[config.mk]
export PLATFORM = sky130hd
export DESIGN_NAME = comm_unit_status_word
export DESIGN_NICKNAME = d
export VERILOG_FILES = /design/src/status_word_pkg.sv /design/src/comm_unit_status_word.sv
export VERILOG_INCLUDE_DIRS = /design/src
export SDC_FILE = /design/constraint.sdc
export NUM_CORES = 1
export LEC_CHECK = 0
export BUFFER_PORTS_ARGS = -buffer_cell sky130_fd_sc_hd__buf_2
export CORE_MARGIN = 5
export CORE_UTILIZATION = 54
export DETAILED_ROUTE_END_ITERATION = 12
export PLACE_DENSITY_LB_ADDON = 0.25
export SYNTH_ARGS = -nofsm -noshare
export SYNTH_HDL_FRONTEND = slang
export SYNTH_SLANG_ARGS = --single-unit
[constraint.sdc]
create_clock -name clk -period 2.6 [get_ports clk]
set_clock_uncertainty 0.2 [all_clocks]
set_input_delay 0.13 -clock clk [delete_from_list [all_inputs] [get_ports clk]]
set_output_delay 0.13 -clock clk [all_outputs]
set_load 0.02 [all_outputs]
[src/status_word_regs.svh]
// Offsets, digit values, codes and timing counts for the status word block.
// Assumes inclusion by bare name from the package and the design file.
`ifndef STATUS_WORD_REGS_SVH
`define STATUS_WORD_REGS_SVH

`define CTRL_WORD_OFFSET        16'h0000
`define UNIT_STATUS_WORD_OFFSET 16'h0001
`define SYNTAX_ADDR_OFFSET      16'h0002

`define CODE_WATCHDOG           8'h01
`define CODE_SYNTAX             8'h02
`define CODE_ALLOC              8'h15
`define TOP_DIGIT_FATAL         4'h8
`define TOP_DIGIT_OK            4'h0
`define DIGIT_RUN               4'h1
`define DIGIT_STOP              4'h0
`define UNIT_NONE               8'h00
`define UNIT_MAX                5'h1F
`define STATUS_RESET            16'h0000

`define BLINK_HALF_MS           250
`define CLK_KHZ                 25000
`define BLINK_CYCLES            (`BLINK_HALF_MS * `CLK_KHZ)

`endif
[src/status_word_pkg.sv]
// Types shared by the status word block.
// Assumes the constants header sits in the same folder.
package status_word_pkg;
`include "status_word_regs.svh"

   typedef enum logic [3:0]
   {
      ST_IDLE   = 4'b0001,
      ST_RUN    = 4'b0010,
      ST_SOFT   = 4'b0100,
      ST_FATAL  = 4'b1000
   } op_state_e;

   typedef enum logic [1:0]
   {
      LAMP_OFF   = 2'b00,
      LAMP_STEADY = 2'b01,
      LAMP_BLINK = 2'b10
   } lamp_mode_e;

endpackage : status_word_pkg

[src/comm_unit_status_word.sv]
// Status word generator, error handling, fault lamp and syntax address word.
// Assumes all inputs synchronous to clk; only the unit status word is written
// into the controller's word memory, through the write strobe and data outputs.
`timescale 1ns/1ps
`include "status_word_regs.svh"

module comm_unit_status_word
   import status_word_pkg::*;
(
   input  wire logic        clk,
   input  wire logic        rst_n,
   input  wire logic        clk_en,
   input  wire logic        run_digit,
   input  wire logic [7:0]  component_count,
   input  wire logic        unit_done,
   input  wire logic [4:0]  unit_done_num,
   input  wire logic        unit_type_none,
   input  wire logic        watchdog_err,
   input  wire logic        syntax_err,
   input  wire logic [15:0] syntax_err_addr,
   input  wire logic        alloc_err,
   input  wire logic        report_fail,
   output logic [15:0]      unit_status_word,
   output logic [15:0]      syntax_addr_word,
   output logic             status_wr,
   output logic [15:0]      status_wr_addr,
   output logic             comms_enable,
   output logic             fault_lamp
);

   // =====================================================================
   // Helpers
   function automatic logic [7:0] to_bcd(input logic [4:0] bin);
      logic [3:0] tens;
      logic [4:0] rem5;
      tens = (bin >= 5'd30) ? 4'd3 : (bin >= 5'd20) ? 4'd2 : (bin >= 5'd10) ? 4'd1 : 4'd0;
      rem5 = bin - 5'({1'b0, tens} * 5'd10);
      to_bcd = {tens, rem5[3:0]};
   endfunction : to_bcd

   // =====================================================================
   // State and next values
   op_state_e   state;
   op_state_e   next_state;
   logic [7:0]  err_code;
   logic [7:0]  next_err_code;
   logic [7:0]  last_unit;
   logic        syntax_held;
   logic        cant_report;
   logic [23:0] blink_cnt;
   logic        blink_phase;

   wire fatal_now    = watchdog_err | alloc_err;
   wire any_error    = (state == ST_SOFT) | (state == ST_FATAL);
   wire is_fatal     = (state == ST_FATAL);
   wire zero_unit    = (component_count == 8'h00) | ~run_digit | unit_type_none;
   wire running      = (state == ST_RUN) & ~cant_report;
   wire new_fatal    = fatal_now & ~is_fatal;
   wire lamp_steady  = is_fatal | cant_report;

   // =====================================================================
   // Next state; fatal beats syntax, fatal latches until reset
   always_comb
   begin
      next_state    = state;
      next_err_code = err_code;
      unique case (state)
         ST_IDLE, ST_RUN:
         begin
            if (watchdog_err)
            begin
               next_state    = ST_FATAL;
               next_err_code = `CODE_WATCHDOG;
            end
            else if (alloc_err)
            begin
               next_state    = ST_FATAL;
               next_err_code = `CODE_ALLOC;
            end
            else if (syntax_err)
            begin
               next_state    = ST_SOFT;
               next_err_code = `CODE_SYNTAX;
            end
            else
               next_state = run_digit ? ST_RUN : ST_IDLE;
         end
         ST_SOFT:
         begin
            if (watchdog_err | alloc_err)
            begin
               next_state    = ST_FATAL;
               next_err_code = watchdog_err ? `CODE_WATCHDOG : `CODE_ALLOC;
            end
            else if (~run_digit)
            begin
               next_state    = ST_IDLE;
               next_err_code = 8'h00;
            end
         end
         ST_FATAL:
            next_state = ST_FATAL;
         default:
            next_state = ST_IDLE;
      endcase
   end

   // =====================================================================
   // Registers
   always_ff @(posedge clk or negedge rst_n)
   begin
      if (!rst_n)
      begin
         state    <= ST_IDLE;
         err_code <= 8'h00;
      end
      else if (clk_en)
      begin
         state    <= next_state;
         err_code <= next_err_code;
      end
   end

   always_ff @(posedge clk or negedge rst_n)
   begin
      if (!rst_n)
         last_unit <= `UNIT_NONE;
      else if (clk_en)
      begin
         if (zero_unit)
            last_unit <= `UNIT_NONE;
         else if (unit_done & (state == ST_RUN))
            last_unit <= to_bcd(unit_done_num);
      end
   end

   always_ff @(posedge clk or negedge rst_n)
   begin
      if (!rst_n)
      begin
         syntax_held      <= 1'b0;
         syntax_addr_word <= 16'h0000;
      end
      else if (clk_en)
      begin
         if (syntax_err & ~syntax_held & ~is_fatal)
         begin
            syntax_held      <= 1'b1;
            syntax_addr_word <= syntax_err_addr;
         end
         else if ((state == ST_SOFT) & ~run_digit & ~syntax_err)
            syntax_held <= 1'b0;
      end
   end

   always_ff @(posedge clk or negedge rst_n)
   begin
      if (!rst_n)
         cant_report <= 1'b0;
      else if (clk_en & report_fail)
         cant_report <= 1'b1;
   end

   always_ff @(posedge clk or negedge rst_n)
   begin
      if (!rst_n)
      begin
         blink_cnt   <= 24'h000000;
         blink_phase <= 1'b0;
      end
      else if (clk_en)
      begin
         if (blink_cnt == 24'(`BLINK_CYCLES - 1))
         begin
            blink_cnt   <= 24'h000000;
            blink_phase <= ~blink_phase;
         end
         else
            blink_cnt <= blink_cnt + 24'h000001;
      end
   end

   // =====================================================================
   // Status word and outputs
   wire [15:0] err_word = {(is_fatal ? `TOP_DIGIT_FATAL : `TOP_DIGIT_OK),
                           `DIGIT_STOP, err_code};
   wire [15:0] ok_word  = {`TOP_DIGIT_OK, (running ? `DIGIT_RUN : `DIGIT_STOP),
                           (zero_unit ? `UNIT_NONE : last_unit)};
   wire [15:0] next_word = any_error ? err_word : ok_word;
   wire        word_changed = (next_word != unit_status_word);

   always_ff @(posedge clk or negedge rst_n)
   begin
      if (!rst_n)
      begin
         unit_status_word <= `STATUS_RESET;
         status_wr        <= 1'b0;
         fault_lamp       <= 1'b0;
      end
      else if (clk_en)
      begin
         unit_status_word <= next_word;
         status_wr        <= word_changed & ~cant_report;
         fault_lamp       <= lamp_steady | ((state == ST_SOFT) & blink_phase);
      end
   end

   assign status_wr_addr = `UNIT_STATUS_WORD_OFFSET;
   // Halt drops at once on a new fatal error, before the error word is registered
   assign comms_enable   = running & (unit_status_word[15] == 1'b0) & ~new_fatal;

   // =====================================================================
   // Checks
   err_bit_a: assert property (@(posedge clk) disable iff (!rst_n)
      clk_en && $rose(state == ST_FATAL) |=> unit_status_word[15])
      else $error("error bit not set after fatal error");
   err_code_a: assert property (@(posedge clk) disable iff (!rst_n)
      clk_en && (state == ST_IDLE || state == ST_RUN) && watchdog_err
      ##1 clk_en |=> unit_status_word[7:0] == 8'h01)
      else $error("watchdog code missing");
   alloc_code_a: assert property (@(posedge clk) disable iff (!rst_n)
      clk_en && state == ST_RUN && !watchdog_err && alloc_err
      ##1 clk_en |=> unit_status_word == 16'h8015 && fault_lamp)
      else $error("allocation error word wrong");
   stop_digit_a: assert property (@(posedge clk) disable iff (!rst_n)
      clk_en && any_error |=> unit_status_word[11:8] == 4'h0)
      else $error("stop digit not zero during error");
   no_fatal_top_a: assert property (@(posedge clk) disable iff (!rst_n)
      state != ST_FATAL && $past(state) != ST_FATAL |-> unit_status_word[15:12] == 4'h0)
      else $error("top digit set without fatal error");
   fatal_hold_a: assert property (@(posedge clk) disable iff (!rst_n)
      is_fatal |=> is_fatal && !comms_enable)
      else $error("left fatal state");
   report_fail_a: assert property (@(posedge clk) disable iff (!rst_n)
      clk_en && report_fail ##1 clk_en |=> !comms_enable && !status_wr && fault_lamp)
      else $error("report failure not handled");
   syntax_first_a: assert property (@(posedge clk) disable iff (!rst_n)
      syntax_held && clk_en && state == ST_SOFT |=> $stable(syntax_addr_word))
      else $error("syntax address overwritten");
   unit_zero_a: assert property (@(posedge clk) disable iff (!rst_n)
      clk_en && !any_error && zero_unit |=> unit_status_word[7:0] == 8'h00)
      else $error("unit byte not zero");

   fatal_c:  cover property (@(posedge clk) disable iff (!rst_n) state == ST_FATAL);
   syntax_c: cover property (@(posedge clk) disable iff (!rst_n) state == ST_SOFT && fault_lamp);
   unit_c:   cover property (@(posedge clk) disable iff (!rst_n) unit_status_word[7:0] == 8'h31);

endmodule : comm_unit_status_word

==> results.sh <==
export IMPL_outcome="complete, no violations"
export IMPL_grt_util_met3_pct=5.73
export IMPL_synth_edf_count=0
export IMPL_dr_pass1_iters=4
export IMPL_cts_resized=0
export IMPL_grt_use_met1_pct=22.9
export IMPL_synth_compound_area_share_pct=9.79
export IMPL_drt_total_wl_um=7840
export IMPL_fin_nets=485
export IMPL_clockBufferDepth=2
export IMPL_drc=0
export IMPL_finalCriticalPeriod_ps=2370
export IMPL_io_buffers=65
export IMPL_post_cts_setup_buffers=0
export IMPL_std_cell_rows=29
export IMPL_die_x_um=92
export IMPL_startpoint_type="flip-flop"
export IMPL_synth_top_area_share_pct=44.8
export IMPL_synth_cell_type_count=57
export IMPL_synth_xor_area_share_pct=6.75
export IMPL_final_hold_viol_count=0
export IMPL_total_power_uw=3480
export IMPL_ys_flop_type="dfrtp_1"
export IMPL_yosysMostFrequentCell="dfrtp_1"
export IMPL_cp_data_arrival_time_ps=2040
export IMPL_grt_busiest_layer="met2"
export IMPL_worst_pin_slew_ps=617
export IMPL_cts_sinks=66
export IMPL_cap_violations=0
export IMPL_setup_viol=0
export IMPL_clk_pin_slew_worst_paths_ps=70
export IMPL_vias_per_cell=5.27
export IMPL_grt_max_degree=42
export IMPL_end_kind="output port"
export IMPL_ys_warn_count=0
export IMPL_diodes=0
export IMPL_cp_required_ps=2270
export IMPL_reg2reg_depth=4
export IMPL_slew_viol_final=0
export IMPL_synth_fa_ha_area_share_pct=1.03
export IMPL_max_freq_ghz=0.422
export IMPL_grtUsageMet2_pct=35.0
export IMPL_yosysSeqAreaShare_pct=45.5
export IMPL_worstSkewPairLatency_ps=340
export IMPL_grt_remaining_overflow=0
export IMPL_ant_nets=0
export IMPL_synthTopCellsByArea="dfrtp_1 45%, buf_4 5.6%, mux2_4 4.1%, xnor2_1 4.1%, mux2_2 3.1%"
export IMPL_peakVddDrop_mv=0.420
export IMPL_rsz0062_at_grt="false"
export IMPL_power_density_mw_per_mm2=792
export IMPL_drive_above_1_share_pct=27.7
export IMPL_postSynthCellCount=348
export IMPL_fin_crit_sh_pct=91.1
export IMPL_ios=90
export IMPL_criticalPathCategory="reg2out"
export IMPL_p_leak_uw=0.00208
export IMPL_num_fill_cells=542
export IMPL_grt_usage_pct=19.6
export IMPL_syn_area_per_cell_um2=10.4
export IMPL_clockRootBuffer="clkbuf_8"
export IMPL_die_area_mm2=0.00846
export IMPL_antenna_found_initial=0
export IMPL_grt_pass1_vias=2786
export IMPL_grt_first_pass_wirelength_um=13300
export IMPL_drt_iter0_drc=128
export IMPL_relSlewSlack_pct=58.9
export IMPL_die_h_um=92
export IMPL_synth_top_family_by_area="simple AND/OR/NAND/NOR gates"
export IMPL_coreArea_mm2=0.00646
export IMPL_multiInputGateArea_mm2=0.00174
export IMPL_num_vias=2759
export IMPL_synthTopCellsByCount="65 x dfrtp_1, 29 x nor2_1, 27 x buf_4, 23 x nand2_1, 17 x xnor2_1"
export IMPL_synth_simple_gate_area_share_pct=19.4
export IMPL_area_growth_pct=20.9
export IMPL_gp_congestion=0.823
export IMPL_cts_tree="done"
export IMPL_avgRoutedWirePerCell_um=15.0
export IMPL_cts_buffers=9
export IMPL_htree_levels=3
export IMPL_synth_seq_cells=66
export IMPL_synthArstFlopShare_pct=100
export IMPL_min_path_cells=4
export IMPL_netlist_area_mm2=0.00363
export IMPL_hold_path_class="in2reg"
export IMPL_synthMuxAreaShare_pct=8.41
export IMPL_worstPathMaxFanout=8
export IMPL_synth_area_leader_cell="dfrtp_1"
export IMPL_finalSetupTns_ps=0
export IMPL_regArea_mm2=0.00165
export IMPL_start_util_pct=56.2
export IMPL_hpwl_um=5410
path summary, 6_finish.rpt:
path / endpoint / slack, ps / start
max: comms_enable / 230 / state[1]
min: last_unit[0] / 60 / unit_done
max reg2reg: last_unit[1] / 370 / state[1]
min reg2reg: blink_phase / 270 / blink_phase
max in group asynchronous: blink_cnt[12] / 1420 / rst_n
min in group asynchronous: syntax_addr_word[2] / 150 / rst_n
routing by layer:
layer	up-vias	wire length (µm)
met5	-	0
met4	0	106
met3	8	324
met2	69	4060
met1	1326	3350
li1	1356	-
power by group:
group	internal (µW)	total [µW]	switching (µW)
Sequential	1280	1500	216
Clock	461	833	372
Combinational	525	1150	622
metrics by stage:
stage	setup WS, ps	instance area, µm²	instances	hold WS [ps]	utilization (%)
floorplan	533	3710	370	-366	-
global placement	435	3920	481	-36.4	60.8
detailed placement	364	3920	481	-22.5	60.8
CTS	203	4390	524	53.5	68.0
global route	40.8	4390	524	137	68.0
finish	230	4390	524	61.5	68.0
cell usage in the layout, fill, tap and decap left out, types with 4 or more instances in the layout:
master	synthesis	layout
o21ai_0	10	10
and3_1	6	6
nor3_1	10	10
inv_1	15	15
mux2_4	10	10
buf_4	27	4
a21oi_1	16	16
nor4b_1	4	4
mux2_2	10	10
clkbuf_8	0	10
nand2_1	23	23
buf_2	2	65
o31ai_1	4	4
xnor2_1	17	17
xor2_1	11	11
nor2_1	29	29
dlygate4sd3_1	0	28
conb_1	2	24
nand3_1	12	12
nand4_1	4	4
nor2b_1	6	6
dfrtp_1	65	65
flip-flops by register name (all words and copies together), names as in the netlist:
signal,flops
blink_cnt,24
blink_phase,1
cant_report,1
err_code,3
fault_lamp,1
last_unit,6
state,4
status_wr,1
syntax_addr_word,16
syntax_held,1
unit_status_word,8
timing repair:
item / CTS / global route
hold endpoints to repair: 53 / 0
hold buffers: 28 / 0
endpoints found under the setup margin: 0 / 0
cell families after synthesis:
kind of cell,after synthesis
and+or+nand+nor,119
AOI/OAI and AO/OA,54
xor gates and xnor gates,28
other,2
buffers and inverters,52
DFF,66
muxes,24
adders and majority gates,3
worst max-delay path, stage by stage (launching register included):
cell	delay, ps
dfrtp_1	550
nor4b_1	460
nor2b_1	280
o21ai_0	150
nor2_1	100
buf_2	170
layout make-up:
class	count	area share (%)
Timing Repair Buffer	98	14.9
Clock buffer	12	3.31
Tap cell	77	2.19
Inverter	16	1.43
Clock inverter	3	0.912
Sequential cell	66	37.7
Multi-Input combinational cell	252	39.6
Power figures use the tool's default switching activity.
